**src/inc/afcsp_pkg.sv**
```systemverilog
// Purpose: shared constants and types of the filter configuration serial port
// Assumes: one system clock; serial pins arrive asynchronously
// Notes:   configuration word layout, codes, presets and frame sizes
package afcsp_pkg;

  // ---------------------------------------------------------------
  // control word layout
  // ---------------------------------------------------------------
  localparam int          CW_BITS   = 12;
  localparam int          CFG_W     = 10;
  localparam int          FT_LSB    = 0;
  localparam int          DF_LSB    = 4;
  localparam int          CODE_W    = 4;
  localparam int          GE_BIT    = 8;
  localparam int          GC_BIT    = 9;
  localparam logic [1:0]  PFX_VALID = 2'h2;
  localparam logic [3:0]  BIT_LAST  = 4'hB;
  localparam logic [3:0]  BIT_PFX   = 4'h1;

  // ---------------------------------------------------------------
  // codes and presets
  // ---------------------------------------------------------------
  localparam logic [3:0]  FT_MIN    = 4'h1;
  localparam logic [3:0]  FT_AVG    = 4'h7;
  localparam logic [3:0]  DF_MIN    = 4'h2;
  localparam logic [3:0]  DF_MAX    = 4'hE;
  // ssinc, factor 64, gains off
  localparam logic [9:0]  CFG_PRESET_SSINC = 10'h065;
  // averaging, gains off; factor field unused in averaging
  localparam logic [9:0]  CFG_PRESET_AVG   = 10'h027;
  localparam logic [9:0]  CFG_RESET        = 10'h065;

  // ---------------------------------------------------------------
  // data frames and counters
  // ---------------------------------------------------------------
  localparam int          RESULT_W  = 32;
  localparam int          FRAME_W   = 40;
  localparam int          DIRECT_W  = 32;
  localparam logic [5:0]  DIRECT_BITS = 6'h20;
  localparam int          CNT_W     = 15;
  localparam logic [14:0] CNT_ONE   = 15'h0001;

  // ---------------------------------------------------------------
  // pin synchroniser slots
  // ---------------------------------------------------------------
  localparam int          NPIN      = 6;
  localparam int          PIN_ACLK  = 0;
  localparam int          PIN_BCLK  = 1;
  localparam int          PIN_RDA   = 2;
  localparam int          PIN_RDB   = 3;
  localparam int          PIN_SDI   = 4;
  localparam int          PIN_PRE   = 5;
  localparam logic [5:0]  PIN_RST   = 6'h0C;

  typedef enum logic {CFG_CLOSED, CFG_OPEN} afcsp_win_t;

endpackage : afcsp_pkg

```
**src/afcsp_sync.sv**
```systemverilog
// Purpose: three-flop pin synchroniser with edge pulses
// Assumes: async_i is from outside the clock domain
// Notes:   a change counts once the second and third flops agree
`timescale 1ns/1ps
module afcsp_sync #(
  parameter logic RST_VAL = 1'b0
) (
  input  wire logic clk_i,
  input  wire logic rstn_i,
  input  wire logic async_i,
  output logic      level_o,
  output logic      rise_o,
  output logic      fall_o
);

  logic s1_q;
  logic s2_q;
  logic s3_q;
  logic lvl_q;

  always_ff @(posedge clk_i or negedge rstn_i)
  begin
    if (!rstn_i)
    begin
      s1_q <= RST_VAL;
      s2_q <= RST_VAL;
      s3_q <= RST_VAL;
    end
    else
    begin
      s1_q <= async_i;
      s2_q <= s1_q;
      s3_q <= s2_q;
    end
  end

  always_ff @(posedge clk_i or negedge rstn_i)
  begin
    if (!rstn_i)
      lvl_q <= RST_VAL;
    else if (s2_q == s3_q)
      lvl_q <= s3_q;
  end

  assign level_o = lvl_q;
  assign rise_o  = (s2_q == s3_q) && s3_q && !lvl_q;
  assign fall_o  = (s2_q == s3_q) && !s3_q && lvl_q;

endmodule : afcsp_sync

```
**src/afcsp_buf2.sv**
```systemverilog
// Purpose: small valid/ready buffer for the no-latency words
// Assumes: both sides on clk_i
// Notes:   full drops in_ready_o so the source stalls instead of losing words
`timescale 1ns/1ps
module afcsp_buf2 #(
  parameter int W     = 32,
  parameter int DEPTH = 2
) (
  input  wire logic         clk_i,
  input  wire logic         rstn_i,
  input  wire logic         in_valid_i,
  output logic              in_ready_o,
  input  wire logic [W-1:0] in_data_i,
  output logic              out_valid_o,
  input  wire logic         out_ready_i,
  output logic [W-1:0]      out_data_o
);

  localparam int PW = (DEPTH > 1) ? $clog2(DEPTH) : 1;
  localparam int CW = $clog2(DEPTH + 1);

  logic [W-1:0]  mem_q [DEPTH];
  logic [PW-1:0] wr_q;
  logic [PW-1:0] rd_q;
  logic [CW-1:0] cnt_q;
  logic          push;
  logic          pop;

  assign in_ready_o  = (cnt_q != CW'(DEPTH));
  assign out_valid_o = (cnt_q != '0);
  assign push        = in_valid_i && in_ready_o;
  assign pop         = out_valid_o && out_ready_i;
  assign out_data_o  = mem_q[rd_q];

  always_ff @(posedge clk_i)
  begin
    if (push)
      mem_q[wr_q] <= in_data_i;
  end

  always_ff @(posedge clk_i or negedge rstn_i)
  begin
    if (!rstn_i)
    begin
      wr_q  <= '0;
      rd_q  <= '0;
      cnt_q <= '0;
    end
    else
    begin
      if (push)
        wr_q <= (wr_q == PW'(DEPTH - 1)) ? '0 : PW'(wr_q + 1'b1);
      if (pop)
        rd_q <= (rd_q == PW'(DEPTH - 1)) ? '0 : PW'(rd_q + 1'b1);
      if (push && !pop)
        cnt_q <= CW'(cnt_q + 1'b1);
      else if (pop && !push)
        cnt_q <= CW'(cnt_q - 1'b1);
    end
  end

endmodule : afcsp_buf2

```
**src/afcsp_serial_port.sv**
```systemverilog
// Purpose: configuration and readout logic of the oversampling converter ports
// Assumes: conversion start/done pulses and results come from core logic on clk_i
// Notes:   serial clocks are sampled, so they must be well below clk_i / 6
//
// How it works
// - port A drives only while its read enable is low; port B likewise.
// - output bits advance on rising port clock edges, each port its own clock.
// - configuration input is sampled on rising port A clock edges.
// - twelve-bit control word arrives most significant bit first, one per edge.
// - bits 3..0 filter, 7..4 factor, 8 gain expand, 9 gain compress.
// - filter codes 1..7 are valid types; any other code is invalid.
// - factor codes 2..14 give 4 up to 16384 doubling; others invalid.
// - window opens at reset, data-ready fall, port A enable fall, or sync.
// - opening window resets the state machine and expects twelve clock pulses.
// - window closes when data-ready rises or after the twelfth pulse.
// - word valid only with top bits 10 and all bits inside the window.
// - valid word resets filter if changed, takes effect next conversion.
// - partial words dropped; bad prefix closes the window at once.
// - all-zero word leaves the configuration untouched.
// - preset pin high: ignore serial, input level picks averaging or ssinc 64.
// - result updates every factor conversions, each conversion when averaging; data-ready spans that conversion.
// - whole 32-bit result readable between update and following conversion.
// - one result may be read across many conversions at slow clock.
// - an 8-bit field with factor and type follows the result, 40 bits total.
`timescale 1ns/1ps
module afcsp_serial_port
  import afcsp_pkg::*;
(
  input  wire logic                          clk_i,
  input  wire logic                          rstn_i,
  input  wire logic                          filtered_port_clk_i,
  input  wire logic                          direct_port_clk_i,
  input  wire logic                          filtered_port_read_en_n_i,
  input  wire logic                          direct_port_read_en_n_i,
  input  wire logic                          config_serial_in_i,
  input  wire logic                          preset_sel_i,
  input  wire logic                          conv_start_i,
  input  wire logic                          conv_done_i,
  input  wire logic                          sync_reset_i,
  input  wire logic [afcsp_pkg::RESULT_W-1:0] filtered_result_i,
  input  wire logic [afcsp_pkg::DIRECT_W-1:0] direct_word_i,
  input  wire logic                          direct_valid_i,
  output logic                               direct_ready_o,
  output logic                               filtered_serial_out_o,
  output logic                               filtered_serial_oe_n_o,
  output logic                               direct_serial_out_o,
  output logic                               direct_serial_oe_n_o,
  output logic                               filtered_data_ready_o,
  output logic                               filter_reset_o,
  output logic [3:0]                         filter_type_o,
  output logic [3:0]                         downsample_factor_o,
  output logic                               gain_expand_en_o,
  output logic                               gain_compress_en_o,
  output logic                               config_window_open_o
);

  import afcsp_pkg::*;

  // ---------------------------------------------------------------
  // pin synchronisers
  // ---------------------------------------------------------------
  logic [NPIN-1:0] pins;
  logic [NPIN-1:0] lvl;
  logic [NPIN-1:0] rise;
  logic [NPIN-1:0] fall;

  assign pins = {preset_sel_i, config_serial_in_i, direct_port_read_en_n_i,
                 filtered_port_read_en_n_i, direct_port_clk_i, filtered_port_clk_i};

  for (genvar g = 0; g < NPIN; g++)
  begin : g_pin
    afcsp_sync #(
      .RST_VAL (PIN_RST[g])
    ) u_sync (
      .clk_i   (clk_i),
      .rstn_i  (rstn_i),
      .async_i (pins[g]),
      .level_o (lvl[g]),
      .rise_o  (rise[g]),
      .fall_o  (fall[g])
    );
  end

  logic a_en_rise;
  logic b_en_rise;
  logic pre;
  logic sdi;

  assign a_en_rise = rise[PIN_ACLK] && !lvl[PIN_RDA];
  assign b_en_rise = rise[PIN_BCLK] && !lvl[PIN_RDB];
  assign pre       = lvl[PIN_PRE];
  assign sdi       = lvl[PIN_SDI];

  // ---------------------------------------------------------------
  // conversion counting and data-ready
  // ---------------------------------------------------------------
  logic [CFG_W-1:0] act_cfg_q;
  logic [CFG_W-1:0] pend_cfg_q;
  logic [CNT_W-1:0] cnt_q;
  logic [CNT_W-1:0] cnt_nxt;
  logic [CNT_W-1:0] factor;
  logic             is_avg;
  logic             drl_q;
  logic             drl_rise;
  logic             drl_fall;

  assign is_avg   = (act_cfg_q[FT_LSB +: CODE_W] == FT_AVG);
  assign factor   = CNT_ONE << act_cfg_q[DF_LSB +: CODE_W];
  assign cnt_nxt  = cnt_q + CNT_ONE;
  // averaging updates every conversion, so data-ready follows busy there
  assign drl_rise = conv_start_i && (is_avg || (cnt_q == '0));
  assign drl_fall = drl_q && conv_done_i;

  always_ff @(posedge clk_i or negedge rstn_i)
  begin
    if (!rstn_i)
      cnt_q <= '0;
    else if (sync_reset_i)
      cnt_q <= '0;
    else if (conv_start_i)
      cnt_q <= (is_avg || (cnt_nxt >= factor)) ? '0 : cnt_nxt;
  end

  always_ff @(posedge clk_i or negedge rstn_i)
  begin
    if (!rstn_i)
      drl_q <= 1'b0;
    else if (drl_rise)
      drl_q <= 1'b1;
    else if (drl_fall)
      drl_q <= 1'b0;
  end

  // ---------------------------------------------------------------
  // transaction window and word assembly
  // ---------------------------------------------------------------
  afcsp_win_t       win_q;
  logic [3:0]       bit_cnt_q;
  logic [10:0]      shift_q;
  logic [11:0]      word;
  logic             open_evt;
  logic             sample;
  logic             word_done;
  logic             word_ok;
  logic             codes_ok;

  assign open_evt  = drl_fall || fall[PIN_RDA] || sync_reset_i;
  // preset mode ignores the serial word entirely
  assign sample    = (win_q == CFG_OPEN) && a_en_rise && !pre;
  assign word      = {shift_q, sdi};
  assign word_done = sample && (bit_cnt_q == BIT_LAST) && !drl_rise && !open_evt;
  assign codes_ok  = (word[FT_LSB +: CODE_W] >= FT_MIN) && (word[FT_LSB +: CODE_W] <= FT_AVG)
                  && (word[DF_LSB +: CODE_W] >= DF_MIN) && (word[DF_LSB +: CODE_W] <= DF_MAX);
  assign word_ok   = word_done && (word[11:10] == PFX_VALID) && codes_ok;

  always_ff @(posedge clk_i or negedge rstn_i)
  begin
    if (!rstn_i)
    begin
      win_q     <= CFG_OPEN;
      bit_cnt_q <= '0;
      shift_q   <= '0;
    end
    else if (open_evt)
    begin
      win_q     <= CFG_OPEN;
      bit_cnt_q <= '0;
    end
    else if (win_q == CFG_OPEN)
    begin
      if (drl_rise)
        win_q <= CFG_CLOSED;
      else if (sample)
      begin
        bit_cnt_q <= bit_cnt_q + 4'h1;
        shift_q   <= {shift_q[9:0], sdi};
        if (bit_cnt_q == BIT_PFX && {shift_q[0], sdi} != PFX_VALID)
          win_q <= CFG_CLOSED;
        else if (bit_cnt_q == BIT_LAST)
          win_q <= CFG_CLOSED;
      end
    end
  end

  // ---------------------------------------------------------------
  // pending and active configuration
  // ---------------------------------------------------------------
  logic [CFG_W-1:0] preset_cfg;
  logic [CFG_W-1:0] pend_cfg_d;
  logic             pend_src;
  logic             filt_rst_q;

  assign preset_cfg = sdi ? CFG_PRESET_AVG : CFG_PRESET_SSINC;
  assign pend_src   = word_ok || pre;

  always_comb
  begin
    pend_cfg_d = pend_cfg_q;
    if (pre)
      pend_cfg_d = preset_cfg;
    else if (word_ok)
      pend_cfg_d = word[CFG_W-1:0];
  end

  always_ff @(posedge clk_i or negedge rstn_i)
  begin
    if (!rstn_i)
    begin
      pend_cfg_q <= CFG_RESET;
      filt_rst_q <= 1'b0;
    end
    else
    begin
      pend_cfg_q <= pend_cfg_d;
      filt_rst_q <= (pend_cfg_d != pend_cfg_q);
    end
  end

  // new settings only take hold at a conversion boundary
  always_ff @(posedge clk_i or negedge rstn_i)
  begin
    if (!rstn_i)
      act_cfg_q <= CFG_RESET;
    else if (conv_start_i)
      act_cfg_q <= pend_cfg_q;
  end

  // ---------------------------------------------------------------
  // port A filtered output frame
  // ---------------------------------------------------------------
  logic [FRAME_W-1:0] fshr_q;
  logic               fnext_bit;
  logic               foe_n_q;

  assign fnext_bit = fshr_q[FRAME_W-2];

  // the frame is only reloaded at data-ready fall, so a slow reader can
  // spread one result over many conversions
  always_ff @(posedge clk_i or negedge rstn_i)
  begin
    if (!rstn_i)
      fshr_q <= '0;
    else if (drl_fall)
      fshr_q <= {filtered_result_i, act_cfg_q[DF_LSB +: CODE_W],
                 act_cfg_q[FT_LSB +: CODE_W]};
    else if (a_en_rise)
      fshr_q <= {fshr_q[FRAME_W-2:0], 1'b0};
  end

  always_ff @(posedge clk_i or negedge rstn_i)
  begin
    if (!rstn_i)
      foe_n_q <= 1'b1;
    else
      foe_n_q <= lvl[PIN_RDA];
  end

  // ---------------------------------------------------------------
  // port B no-latency output
  // ---------------------------------------------------------------
  logic                buf_valid;
  logic                buf_pop;
  logic [DIRECT_W-1:0] buf_data;
  logic [DIRECT_W-1:0] dshr_q;
  logic [5:0]          dbits_q;
  logic                doe_n_q;

  afcsp_buf2 #(
    .W     (DIRECT_W),
    .DEPTH (2)
  ) u_buf (
    .clk_i       (clk_i),
    .rstn_i      (rstn_i),
    .in_valid_i  (direct_valid_i),
    .in_ready_o  (direct_ready_o),
    .in_data_i   (direct_word_i),
    .out_valid_o (buf_valid),
    .out_ready_i (buf_pop),
    .out_data_o  (buf_data)
  );

  // a word leaves the buffer only once the previous one is fully shifted
  assign buf_pop = buf_valid && (dbits_q == '0);

  always_ff @(posedge clk_i or negedge rstn_i)
  begin
    if (!rstn_i)
    begin
      dshr_q  <= '0;
      dbits_q <= '0;
    end
    else if (buf_pop)
    begin
      dshr_q  <= buf_data;
      dbits_q <= DIRECT_BITS;
    end
    else if (b_en_rise && dbits_q != '0)
    begin
      dshr_q  <= {dshr_q[DIRECT_W-2:0], 1'b0};
      dbits_q <= dbits_q - 6'h01;
    end
  end

  always_ff @(posedge clk_i or negedge rstn_i)
  begin
    if (!rstn_i)
      doe_n_q <= 1'b1;
    else
      doe_n_q <= lvl[PIN_RDB];
  end

  // ---------------------------------------------------------------
  // outputs
  // ---------------------------------------------------------------
  assign filtered_serial_out_o  = fshr_q[FRAME_W-1];
  assign filtered_serial_oe_n_o = foe_n_q;
  assign direct_serial_out_o    = dshr_q[DIRECT_W-1];
  assign direct_serial_oe_n_o   = doe_n_q;
  assign filtered_data_ready_o  = drl_q;
  assign filter_reset_o         = filt_rst_q;
  assign filter_type_o          = act_cfg_q[FT_LSB +: CODE_W];
  assign downsample_factor_o    = act_cfg_q[DF_LSB +: CODE_W];
  assign gain_expand_en_o       = act_cfg_q[GE_BIT];
  assign gain_compress_en_o     = act_cfg_q[GC_BIT];
  assign config_window_open_o   = (win_q == CFG_OPEN);
endmodule : afcsp_serial_port

```
**config.mk**
```make
export PLATFORM = sky130hd
export DESIGN_NAME = afcsp_serial_port
export DESIGN_NICKNAME = d
export VERILOG_FILES = /design/src/inc/afcsp_pkg.sv /design/src/afcsp_sync.sv /design/src/afcsp_buf2.sv /design/src/afcsp_serial_port.sv
export SDC_FILE = /design/constraint.sdc
export NUM_CORES = 1
export LEC_CHECK = 0
export ABC_AREA = 1
export BUFFER_PORTS_ARGS = -buffer_cell sky130_fd_sc_hd__buf_4
export CAP_MARGIN = 20
export CORE_MARGIN = 5
export CORE_UTILIZATION = 53
export CTS_CLUSTER_DIAMETER = 40
export DETAILED_ROUTE_END_ITERATION = 6
export PLACE_DENSITY = 0.84
export SLEW_MARGIN = 5
export SYNTH_ARGS = -nofsm -noshare
export SYNTH_HDL_FRONTEND = slang
export SYNTH_SLANG_ARGS = --single-unit
```
**constraint.sdc**
```tcl
create_clock -name clk_i -period 3.35 [get_ports clk_i]
set_input_delay 0.1675 -clock clk_i [delete_from_list [all_inputs] [get_ports clk_i]]
set_output_delay 0.1675 -clock clk_i [all_outputs]
set_load 0.05 [all_outputs]
```
; ---- Word level (Yosys, flattened, before mapping)
; Memory sizes are Yosys's and may differ from the RTL's.
; Index checks and enable logic that the tools add are counted.
[totals]
ram_bits = 64
word_cells = 154
memories = 1
inputBits = 76
ff_bits = 161
out_inout_bits = 18
[memory_table]
columns = memory, words, word_bits, read_ports, rd_ports_with_merged_regs, write_ports, line
row1 = u_buf.mem_q, 2, 32, 1, 0, 1, afcsp_buf2.sv:22  ; logic [W-1:0] mem_q [DEPTH];
[classes]
reduce_logical = 54
eq_ne = 14
n_addsub = 7
mux = 30
shift = 1
bitwise = 2
order_cmp = 5
[ops]
columns = cell, count
row1 = 40-bit 2-to-1 mux, 2
row2 = 32-bit 2-to-1 mux, 2
row3 = 15-bit 2-to-1 mux, 3
row4 = 1-bit logical AND, 27
row5 = 10-bit 2-to-1 mux, 2
row6 = 4-bit 2-to-1 mux, 4
row7 = 2-bit nonzero test, 8
row8 = "15-bit by 1-bit adder with 15-bit output, second input constant", 1
row9 = 15-bit greater-or-equal comparator, 1
row10 = 15-bit logical NOT, 1
row11 = "1-bit by 4-bit << shifter with 15-bit output, first input constant", 1
row12 = 1-bit 2-to-1 mux, 12
row13 = 6-bit 2-to-1 mux, 2
row14 = 1-bit logical NOT, 10
row15 = 10-bit != test, 1
row16 = 7-bit 2-to-1 mux, 1
row17 = 1-bit == test, 6
row18 = 6-bit logical NOT, 1
row19 = 6-bit nonzero test, 1
row20 = "6-bit by 1-bit subtractor with 6-bit output, second input constant", 1
row21 = "4-bit by 1-bit adder with 4-bit output, second input constant", 1
row22 = "4-bit by 1-bit == test with 1-bit output, second input constant", 1
row23 = "4-bit by 3-bit == test with 1-bit output, second input constant", 1
row24 = "4-bit == test, second input constant", 1
row25 = other kinds (15), 22

; ---- Logic depth before layout (Yosys ltp)
; Gate-level depths: netlist of run 1.
[logic_depth]
depth_word = 14
mapped_depth = 18
depth_no_buf = 17

; ---- By module
; Synthesis of run 1 repeated with hierarchy kept, for this count alone.
[unflattened]
hier_cells = 1096
area_unflattened_um2 = 10376.2
[modules_own_cells]
columns = mod, seq_area_each_um2, instances, cells_each, area_per_inst_um2
row1 = afcsp_serial_port, 3342.0, 1, 804, 6732.7
row2 = afcsp_buf2, 2021.9, 1, 196, 2657.5
row3 = afcsp_sync (g_pin[0].u_sync ...), 100.1, 4, 16, 162.7
row4 = afcsp_sync (g_pin[2].u_sync ...), 105.1, 2, 16, 167.7

; ---- Worst setup path after synthesis of run 1
; OpenSTA, ideal clock, no wires.
[synth_path]
path_type = register to register
from = register u_buf.cnt_q[0]
to = memory u_buf.mem_q[1][0] (enable)
setup_ns = 0.423
arrival_ns = 2.344
t_required_ns = 2.927
period_less_slack_ns = 2.767
stages_incl_launch_ff = 5
slack_ns = 0.583
path_buffers = 0
path_cell_list = dfrtp_1 > inv_1 > nand2_1 > nand2_1 > nor2_1
[synth_via]
elab_chain_len = 4
[synth_lines]
columns = element, line
row1 = from (decl), afcsp_buf2.sv:25  ; logic [CW-1:0] cnt_q;
row2 = from (signal assigned), afcsp_buf2.sv:56  ; cnt_q <= CW'(cnt_q + 1'b1);
row3 = from (signal assigned), afcsp_buf2.sv:58  ; cnt_q <= CW'(cnt_q - 1'b1);
row4 = 2-bit != test, afcsp_buf2.sv:29  ; assign in_ready_o = (cnt_q != CW'(DEPTH));
row5 = via direct_ready_o, afcsp_serial_port.sv:43  ; output logic direct_ready_o,
row6 = 1-bit logical AND, afcsp_buf2.sv:31  ; assign push = in_valid_i && in_ready_o;
row7 = 1-bit 2-to-1 mux, afcsp_buf2.sv:37  ; if (push)
row8 = 1-bit 2-to-1 mux (not written as such), afcsp_buf2.sv:38  ; mem_q[wr_q] <= in_data_i;
row9 = to (decl), afcsp_buf2.sv:22
; The timed path passes the listed nets, and every way through them passes these cells.

; ---- Worst setup path after layout of run 1
[layout_path]
from = register cnt_q[1]
to = register cnt_q[4]
[layout_via]
elab_chain_len = 6
[layout_lines]
columns = element, line
row1 = from (decl), afcsp_serial_port.sv:99  ; logic [CNT_W-1:0] cnt_q;
row2 = from (signal assigned), afcsp_serial_port.sv:121  ; cnt_q <= (is_avg || (cnt_nxt >= factor)) ? '0 : cnt_nxt;
row3 = 15-bit by 1-bit adder with 15-bit output (*), afcsp_serial_port.sv:109  ; assign cnt_nxt = cnt_q + CNT_ONE;
row4 = 15-bit greater-or-equal comparator, afcsp_serial_port.sv:121
row5 = 1-bit logical OR, afcsp_serial_port.sv:121
row6 = 15-bit 2-to-1 mux (*), afcsp_serial_port.sv:121
row7 = 15-bit 2-to-1 mux (*), afcsp_serial_port.sv:120  ; else if (conv_start_i)
row8 = 15-bit 2-to-1 mux (*), afcsp_serial_port.sv:118  ; else if (sync_reset_i)
; Every way passes the cells marked *; elsewhere a longest branch is shown, timed or not. The select of a mux whose other input is x is not followed.
; A chain may end at the register's enable or synchronous reset.

==> impl_metrics.tcl, run 1 <==
set metrics [dict create \
    nNetsFinal 1326 \
    worstReg2RegStart "cnt_q[1]$_DFFE_PN0P_" \
    synth_top_family_by_area "simple AND/OR/NAND/NOR gates" \
    num_antenna_cells 0 \
    timing.fmax_ghz 0.3175 \
    clock_path_buffers 3 \
    ys_types 43 \
    status "finished, final reports clean" \
    drtIter0Drc 507 \
    wl_met1_mm 8.981 \
    whs_ns 0.06743 \
    antenna_found_initial 0 \
    row_count 50 \
    critPathMaxFanout 7 \
    worstRegToRegCells 18 \
    synth_warnings 0 \
    drt_pass1_iterations 6 \
    vdd_ir_drop_max_mv 0.4618 \
    core_um2 18710 \
    synthAdderAreaFrac_pct 3.284 \
    routed-wl-met2_mm 11.08 \
    postRouteAntennaNets 0 \
    hold_viol_final 0 \
    place.gp.congestion 0.8567 \
    grt_start_max_net_pins 114 \
    yosysSeqAreaShare_pct 59.39 \
    wire_per_inst_um 14.70 \
    portBuffers 93 \
    dieArea_um2 21840 \
    rr_endpoint "cnt_q[4]$_DFFE_PN0P_" \
    met3_length_mm 1.154 \
    worstSetupStartpointType "flop" \
    synthSimpleGateAreaFrac_pct 18.46 \
    syn_area_um2 10060 \
    crit_arrival_ns 3.57 \
    start_util_pct 53.78 \
    critPathMostFrequentCell "nand2_1" \
    totalWireLength_mm 21.79 \
    tritoncts "done" \
    syn_area_per_cell_um2 9.508 \
    max_cap_violations 0 \
    slew_viol_final 0 \
    grt_pass1_wl_mm 36.66 \
    power_leakage_nw 5.767 \
    worstSetupStartpoint "cnt_q[1]$_DFFE_PN0P_" \
    final.min_clock_period_ns 3.149 \
    worstMarginPinSlew_ns 0.9987 \
    placed_cells 1354 \
    syn-num-nets 1158 \
    finClkSkew_ns 0.01461 \
    max_slew_margin_pct 33.18 \
    insertion_delay_ns 0.52 \
    finalPower_mw 8.443 \
    cts_sinks 225 \
    grt_remaining_overflow 0 \
    crit_chain "ha_1, nand2_1, nor2_2, nand3_2, nor2_1, nand2_1, nor2_2, nand2_1, xor2_2, ha_1, nand4_1, inv_1, nand2_1, nand4_1, a311oi_2, buf_4, nand2_2, o21ai_0" \
    crit_type "flop to flop" \
    synthArstFlopShare_pct 71.56 \
    synth_compound_area_share_pct 9.751 \
    crit_path_end "cnt_q[4]$_DFFE_PN0P_" \
    hp-class "input pin to flop" \
    synthCells 1058 \
    place_hpwl_mm 12.82 \
    fin_tns_setup_ns 0 \
    cp_data_required_time_ns 3.77 \
    rrSetupSlack_ns 0.20 \
    die_h_um 147.8 \
    cts-htree-levels 1 \
    slowest_delay_ns 0.38 \
    io_pins 94 \
    synth-xor-area-share_pct 1.654 \
    slowest_stage "dfrtp_1" \
    drc 0 \
    clockRootBuffer "clkbuf_16" \
    top_layer "met4" \
    drive_above_1_share_pct 16.43 \
    grt_use_total_pct 19.96 \
    hold_path.startpoint "sync_reset_i" \
    synth_mux_area_share_pct 0.2239 \
    clk_pin_slew_worst_paths_ns 0.06 \
    end_kind "flop" \
    synth_seq_cells 225 \
    finalNonFillerCells 1482 \
    fill_cells 1307 \
    route.vias.total 7830 \
    power_density_nw_per_um2 667.2 \
    die_w_um 147.8 \
    finalSetupViolations 0 \
    fin_crit_sh_pct 94.01 \
    yosys_most_used_dff "dfrtp_1" \
    via_per_inst 5.283 \
    synth_edf_count 64 \
    grt_pass1_vias 7818 \
    area_growth_pct 25.78 \
    numCtsBuffers 28 \
]
-- timing repair --
item / CTS / global route
setup endpoints to repair: 0 / 15
hold endpoints to repair: 158 / 0
hold buffers: 73 / 0
resized for setup: 0 / 8
buffers inserted: 0 / 2
-- cell type report --
class                      instances  area, um^2  share of cell area (%)
clock buffer                      38       790.8                   6.249
clock inverter                    14       101.3                  0.8009
inverter                         145       544.3                   4.301
multi-input combinational        646        3400                   26.87
sequential                       225        5974                   47.22
tap                              234       292.8                   2.314
timing repair buffer             180        1550                   12.25
-- how the worst min path moves through the flow --
stage                            endpoint  cells past startpoint
3_3_place_gp   u_buf.cnt_q[0]$_DFFE_PN0P_                      1
3_5_place_dp       dshr_q[30]$_DFFE_PN0P_                      1
6_report         bit_cnt_q[3]$_DFFE_PN0P_                      4
4_1_cts          bit_cnt_q[3]$_DFFE_PN0P_                      4
2_1_floorplan    act_cfg_q[1]$_DFFE_PN0P_                      0
5_1_grt          bit_cnt_q[3]$_DFFE_PN0P_                      4
-- Yosys cell counts (all sizes together), types with 3 or more instances --
master    n  area (um^2)
a211oi    3        22.52
a21oi    46        234.0
a31oi     3        18.77
buf      10        60.06
clkbuf   33        123.9
dfrtp   142         3553
dfstp    19        499.2
edfxtp   64         1922
ha       24        300.3
inv     143        536.8
maj3      3        30.03
nand2   278         1059
nand3    36        227.7
nand4    20        125.1
nor2     54        212.7
nor3     40        211.5
o21ai    76        380.4
o221ai   29        254.0
xor2     17        148.9
-- layer usage --
layer  up-vias  GRT usage (%)
met5         -              0
met1      3722          25.44
met4         0          5.732
met3        46          2.974
met2       229          35.54
li1       3833              -
-- cell usage in the layout (no fill, tap or decap), types with 8 or more instances in the layout --
cell type,instances
nand3_2,8
o221ai_1,29
o21ai_0,74
inv_1,138
ha_1,24
nor3_1,38
clkbuf_16,30
a21oi_1,45
nor2_1,48
nand3_1,27
edfxtp_1,64
nand2_1,271
buf_4,105
dfrtp_1,142
xor2_1,16
dfstp_2,19
nand4_1,20
nand2_2,8
dlygate4sd3_1,73
-- critical path: cells and delay by family, from the launching register on --
family	cells	cell delay, ns
compound gates	2	0.55
flops	1	0.38
buf+inv	2	0.26
xor+xnor	1	0.17
fa+ha+maj	2	0.54
simple gates	11	1.18
-- stage by stage --
stage	instance area [um^2]	utilization (%)	setup slack [ns]
final	12650	67.65	0.2006
after global routing	12650	67.65	-0.04702
after detailed placement	10980	58.69	0.1924
after global placement	10980	58.69	0.3535
after CTS	12600	67.36	0.1694
after floorplan	10060	-	0.5830
-- cell families (layout without fill, tap and decap cells) --
kind of cell | Yosys count | after routing
mux | 2 | 2
simple gates | 431 | 432
compound gates | 166 | 166
buf+inv | 188 | 377
fa+ha+maj | 27 | 27
flops | 225 | 225
xor+xnor | 19 | 19
-- report_power, final --
part,switching (mW),total [mW],internal [mW]
sequential,0.251,3.76,3.51
clock,1.14,2.82,1.68
combinational,1.21,1.87,0.658
-- state kept, by name, summed over array words and instances (netlist names), 2 cells and up --
register              cells
u_buf.mem_q              64
dshr_q                   32
g_pin.u_sync.s2_q         6
shift_q                  11
pend_cfg_q               10
g_pin.u_sync.level_o      6
dbits_q                   6
fshr_q                   40
bit_cnt_q                 4
cnt_q                    15
u_buf.cnt_q               2
act_cfg_q                10
g_pin.u_sync.s1_q         6
g_pin.u_sync.s3_q         6
No activity file was read; power rests on OpenSTA's default activity.
==> run 2: changes to the inputs <==
--- a/config.mk
+++ b/config.mk
@@ -9,10 +9,10 @@
 export BUFFER_PORTS_ARGS = -buffer_cell sky130_fd_sc_hd__buf_4
 export CAP_MARGIN = 20
 export CORE_MARGIN = 5
-export CORE_UTILIZATION = 53
+export CORE_UTILIZATION = 45
 export CTS_CLUSTER_DIAMETER = 40
 export DETAILED_ROUTE_END_ITERATION = 6
-export PLACE_DENSITY = 0.84
+export PLACE_DENSITY = 0.75
 export SLEW_MARGIN = 5
 export SYNTH_ARGS = -nofsm -noshare
 export SYNTH_HDL_FRONTEND = slang
==> run 2 against run 1 <==
Critical endpoint is now cnt_q[8]$_DFFE_PN0P_; design area rose by 1.6%; clock power increased by 15%; combinational power barely moved; via count shrank 2.1%; largest cell class unchanged.
==> impl_metrics.tcl, run 2 (synthesis results as in run 1) <==
set metrics [dict create \
    grt_pass1_vias 7568 \
    status "finished, final reports clean" \
    worstReg2RegStart "cnt_q[0]$_DFFE_PN0P_" \
    end_kind "flop" \
    io_pins 94 \
    finClkSkew_ns 0.01549 \
    row_count 54 \
    slew_viol_final 0 \
    num_antenna_cells 0 \
    area_growth_pct 27.80 \
    drtIter0Drc 530 \
    slowest_stage "dfrtp_1" \
    totalWireLength_mm 21.65 \
    final_common_cell "nand2_1" \
    use_met1_pct 22.30 \
    multi_input_area_um2 3385 \
    tritoncts "done" \
    portBuffers 93 \
    place.gp.congestion 0.8512 \
    seq_power_share_pct 42.4 \
    top_register "u_buf.mem_q" \
    clockRootBuffer "clkbuf_16" \
    drt_pass1_iterations 5 \
    route.vias.total 7665 \
    grt_use_total_pct 16.75 \
    core_um2 21890 \
    setup_ws_ns 0.1823 \
    power_density_nw_per_um2 687.0 \
    insertion_delay_ns 0.54 \
    hold_path.startpoint "sync_reset_i" \
    postRouteAntennaNets 0 \
    antenna_found_initial 0 \
    fin_crit_sh_pct 94.56 \
    place_hpwl_mm 13.56 \
    final.min_clock_period_ns 3.168 \
    p_clk_share_pct 36.8 \
    die_h_um 159.5 \
    power_leakage_nw 5.829 \
    wire_per_inst_um 14.11 \
    switching_share_pct 30.17 \
    largestRegisters "u_buf.mem_q x64, fshr_q x40, dshr_q x32" \
    via_per_inst 4.997 \
    cts_sinks 225 \
    clk_pin_slew_worst_paths_ns 0.05 \
    final_cell_mix "nand2_1, dfrtp_1, inv_1" \
    cp_data_required_time_ns 3.79 \
    start_util_pct 45.95 \
    gr-usage-met2_pct 27.82 \
    grt_pass1_wl_mm 36.55 \
    max_slew_margin_pct 35.45 \
    whs_ns 0.03097 \
    largest_reg_flops 64 \
    timing.fmax_ghz 0.3157 \
    placed_cells 1404 \
    dp_worst_setup_slack_ns 0.1470 \
    critPathMaxFanout 8 \
    rsz0062_at_grt "true" \
    grt_remaining_overflow 0 \
    slowest_delay_ns 0.39 \
    hold_viol_final 0 \
    drc 0 \
    drive_above_1_share_pct 16.83 \
    vdd_ir_drop_max_mv 0.5070 \
    combPwrFrac_pct 20.9 \
    numCtsBuffers 30 \
    finalPower_mw 8.833 \
    finalNonFillerCells 1534 \
    nNetsFinal 1330 \
    crit_type "flop to flop" \
    grt_start_max_net_pins 69 \
    grt.busiest_layer "met2" \
    crit_chain "ha_1, nand2_1, nor2_1, nand3_1, nor2_1, nand2_1, nor2_2, nand2_1, xor2_1, ha_1, nand4_1, inv_1, nand2_1, nand4_1, a311oi_2, nand2_2, o21ai_0" \
    worstSetupStartpointType "flop" \
    cts-htree-levels 1 \
    die_w_um 159.5 \
    worstSetupStartpoint "cnt_q[0]$_DFFE_PN0P_" \
    cts_setup_buffers 0 \
    final-seq-area_um2 5974 \
    p_switching_mw 2.665 \
    max_cap_violations 0 \
    fill_cells 1760 \
    hp-class "input pin to flop" \
    crit_arrival_ns 3.61 \
    finalSetupViolations 0 \
    use_met3_pct 3.546 \
    internal_power_mw 6.168 \
    dieArea_um2 25450 \
    worstMarginPinSlew_ns 0.9647 \
    clock_path_buffers 3 \
    critPathMostFrequentCell "nand2_1" \
]
## run 2: cell types whose count changed in the layout (fill, tap and decap cells not counted), moves of 2 or more
cell,previous run,this run
buf_4,105,108
bufinv_16,0,3
clkbuf_1,7,4
clkbuf_16,30,32
clkinv_2,4,1
clkinv_4,0,3
clkinvlp_4,3,7
inv_6,5,1
inv_8,1,3
o21ai_0,74,72
o21ai_1,2,4
## run 2: area by class of cell
| cell class | instances | area share [%] |
|---|---|---|
| Inverter | 145 | 4.234 |
| Clock inverter | 19 | 1.713 |
| Tap cell | 280 | 2.725 |
| Sequential cell | 225 | 46.47 |
| Multi-Input combinational cell | 646 | 26.33 |
| Timing Repair Buffer | 182 | 12.08 |
| Clock buffer | 37 | 6.453 |
## run 2: worst max-delay path, delay by kind of cell, from the launching register on
kind                     cells  cell delay [ns]
AO/OA/AOI/OAI                2             0.55
AND/OR/NAND/NOR             11             1.36
XOR/XNOR                     1             0.16
buffers and inverters        1             0.08
flip-flops                   1             0.39
adder cells (fa/ha/maj)      2             0.54
## run 2: metal layers
metal,share of wire [%],wire [um],up-vias
met5,0,0,-
met4,2.4,528,0
met3,5.3,1138,46
met2,49,10510,174
met1,44,9467,3603
li1,-,-,3842
## run 2: power groups by stage
stage	sequential, mW	clock (mW)	combinational (mW)
6_report	3.74	3.25	1.84
5_1_grt	3.80	3.44	2.09
4_1_cts	3.75	3.30	1.84
3_5_place_dp	3.79	0	1.75
3_3_place_gp	3.77	0	1.70
2_1_floorplan	3.83	0	1.16
## run 2: stage by stage
stage	TNS [ns]	utilization, %	area (um^2)
4_1_cts	0	58.62	12830
2_1_floorplan	0	-	10060
5_1_grt	-0.6441	58.73	12860
6_report	0	58.73	12860
3_3_place_gp	0	50.49	11050
3_5_place_dp	0	50.49	11050
## run 2: final timing paths
check                           slack, ns  depth (start not counted)                              to
min in group asynchronous            0.21                          2          dbits_q[3]$_DFFE_PN0P_
worst max-delay path                 0.18                         17            cnt_q[8]$_DFFE_PN0P_
worst min-delay path                 0.03                          4        bit_cnt_q[3]$_DFFE_PN0P_
worst min register to register       0.35                          0  g_pin[4].u_sync.s2_q$_DFF_PN0_
max in group asynchronous            2.33                          3  config_window_open_o$_DFF_PN1_
worst max register to register       0.18                         17            cnt_q[8]$_DFFE_PN0P_
## run 2: repair_timing
item                       4_1_cts  5_1_grt
gates resized for setup          0        7
setup endpoints to repair        0       15
hold endpoints to repair       168        0
hold buffers                    73        0
==> run 3: changes to the inputs <==
--- a/config.mk
+++ b/config.mk
@@ -12,7 +12,7 @@
 export CORE_UTILIZATION = 45
 export CTS_CLUSTER_DIAMETER = 40
 export DETAILED_ROUTE_END_ITERATION = 6
-export PLACE_DENSITY = 0.75
+export PLACE_DENSITY = 0.71
 export SLEW_MARGIN = 5
 export SYNTH_ARGS = -nofsm -noshare
 export SYNTH_HDL_FRONTEND = slang
==> run 3 against run 2 <==
Via count is essentially flat; total power increased by 3.6%; highest routed layer unchanged; critical path depth unchanged; critical endpoint is now cnt_q[9]$_DFFE_PN0P_; largest power group unchanged.
==> impl_metrics.tcl, run 3 (synthesis results as in run 1) <==
set metrics [dict create \
    clk_pin_slew_worst_paths_ns 0.06 \
    grt_pass1_vias 7711 \
    slew_viol_final 0 \
    slowest_delay_ns 0.39 \
    crit_arrival_ns 3.53 \
    finalNonFillerCells 1542 \
    drtIter0Drc 529 \
    utilization_pct 59.48 \
    wire_per_inst_um 14.10 \
    power_density_nw_per_um2 702.5 \
    start_util_pct 45.95 \
    clockRootBuffer "clkbuf_16" \
    hold_viol_final 0 \
    timing.fmax_ghz 0.3227 \
    cts_sinks 225 \
    cp.buffers_inverters 1 \
    final.min_clock_period_ns 3.099 \
    top_register "u_buf.mem_q" \
    largestRegisters "u_buf.mem_q x64, fshr_q x40, dshr_q x32" \
    whs_ns 0.02098 \
    critPathMaxFanout 7 \
    end_kind "flop" \
    finalPower_mw 9.147 \
    final_cell_mix "nand2_1, dfrtp_1, inv_1" \
    status "finished, final reports clean" \
    core_um2 21890 \
    max_slew_margin_pct 37.94 \
    grt_remaining_overflow 0 \
    worstMarginPinSlew_ns 0.9274 \
    die_h_um 159.5 \
    slowest_stage "dfrtp_1" \
    grt_start_max_net_pins 92 \
    tritoncts "done" \
    grt_pass1_wl_mm 36.53 \
    drt_pass1_iterations 6 \
    io_pins 94 \
    grt_use_total_pct 16.84 \
    max_cap_violations 0 \
    postRouteAntennaNets 0 \
    fin_crit_sh_pct 92.51 \
    dp_worst_setup_slack_ns 0.1713 \
    place_hpwl_mm 13.02 \
    nNetsFinal 1334 \
    cts-htree-levels 2 \
    crit_chain "ha_1, nand2_1, nor2_2, nand3_1, nor2_2, nand2_2, nor2_2, nand2_1, xor2_2, ha_1, nand4_1, inv_1, nand2_1, nand4_1, a311oi_2, nand2_2, o21ai_0" \
    drc 0 \
    via_per_inst 4.974 \
    totalWireLength_mm 21.74 \
    numCtsBuffers 34 \
    antenna_found_initial 2 \
    fill_cells 1772 \
    crit_type "flop to flop" \
    area_growth_pct 29.44 \
    drive_above_1_share_pct 17.38 \
    place.gp.congestion 0.8171 \
    row_count 54 \
    clock_path_buffers 3 \
    insertion_delay_ns 0.51 \
    power_leakage_nw 5.909 \
    cp_data_required_time_ns 3.78 \
    finalSetupViolations 0 \
    largest_reg_flops 64 \
    setup_ws_ns 0.2508 \
    hp-class "input pin to flop" \
    finClkSkew_ns 0.02523 \
    route.vias.total 7670 \
    crit_family "simple AND/OR/NAND/NOR gates" \
    portBuffers 93 \
    vdd_ir_drop_max_mv 0.5591 \
    dieArea_um2 25450 \
    placed_cells 1401 \
    final_common_cell "nand2_1" \
    die_w_um 159.5 \
    worstSetupStartpointType "flop" \
]
-- run 3: worst reg2reg max path: stages, from the launching register on --
cell	delay, ns
dfrtp_1	0.39
ha_1	0.21
nand2_1	0.09
nor2_2	0.12
nand3_1	0.14
nor2_2	0.12
nand2_2	0.09
nor2_2	0.13
nand2_1	0.10
xor2_2	0.17
ha_1	0.33
nand4_1	0.13
inv_1	0.07
nand2_1	0.07
nand4_1	0.09
a311oi_2	0.38
nand2_2	0.21
o21ai_0	0.19
-- run 3: power breakdown --
part,switching (mW),internal (mW),leakage [nW]
Sequential,0.240,3.51,2.58
Combinational,1.20,0.676,2.77
Clock,1.33,2.19,0.556
Total,2.77,6.37,5.91
-- run 3: layer usage --
| metal | track usage, % | up-vias | part of all wire, % |
|---|---|---|---|
| li1 | - | 3854 | - |
| met1 | 21.79 | 3584 | 43 |
| met2 | 28.39 | 183 | 49 |
| met3 | 3.262 | 49 | 4.8 |
| met4 | 5.894 | 0 | 2.8 |
| met5 | 0 | - | 0 |
-- run 3: final timing paths --
path                       cells past startpoint                      startpoint  slack (ns)                        endpoint
max                                           17            cnt_q[0]$_DFFE_PN0P_        0.25            cnt_q[9]$_DFFE_PN0P_
min                                            4                    sync_reset_i        0.02        bit_cnt_q[3]$_DFFE_PN0P_
max reg2reg                                   17            cnt_q[0]$_DFFE_PN0P_        0.25            cnt_q[9]$_DFFE_PN0P_
min reg2reg                                    0  g_pin[1].u_sync.s1_q$_DFF_PN0_        0.34  g_pin[1].u_sync.s2_q$_DFF_PN0_
max in group asynchronous                      3                          rstn_i        2.16          shift_q[6]$_DFFE_PN0P_
min in group asynchronous                      2                          rstn_i        0.29            cnt_q[9]$_DFFE_PN0P_
-- run 3: timing repair --
action,in CTS,in global routing
setup endpoints to repair,0,15
resized for setup,0,20
setup buffers,0,2
hold endpoints to repair,182,0
hold buffers,73,0
-- run 3: cell type report --
type                       instances  area (um^2)  area share, %
clock inverter                    24        276.5          2.124
timing repair buffer             182         1585          12.17
sequential                       225         5974          45.88
tap                              280        350.3          2.691
antenna                            2        5.005        0.03844
inverter                         145        544.3          4.180
multi-input combinational        646         3400          26.11
clock buffer                      38        885.9          6.803
-- run 3: metrics by stage --
step	cell area, um^2	TNS (ns)
after floorplan	10060	0
after global placement	11040	0
after detailed placement	11040	0
after CTS	12940	0
after global routing	13020	-0.02619
final	13020	0
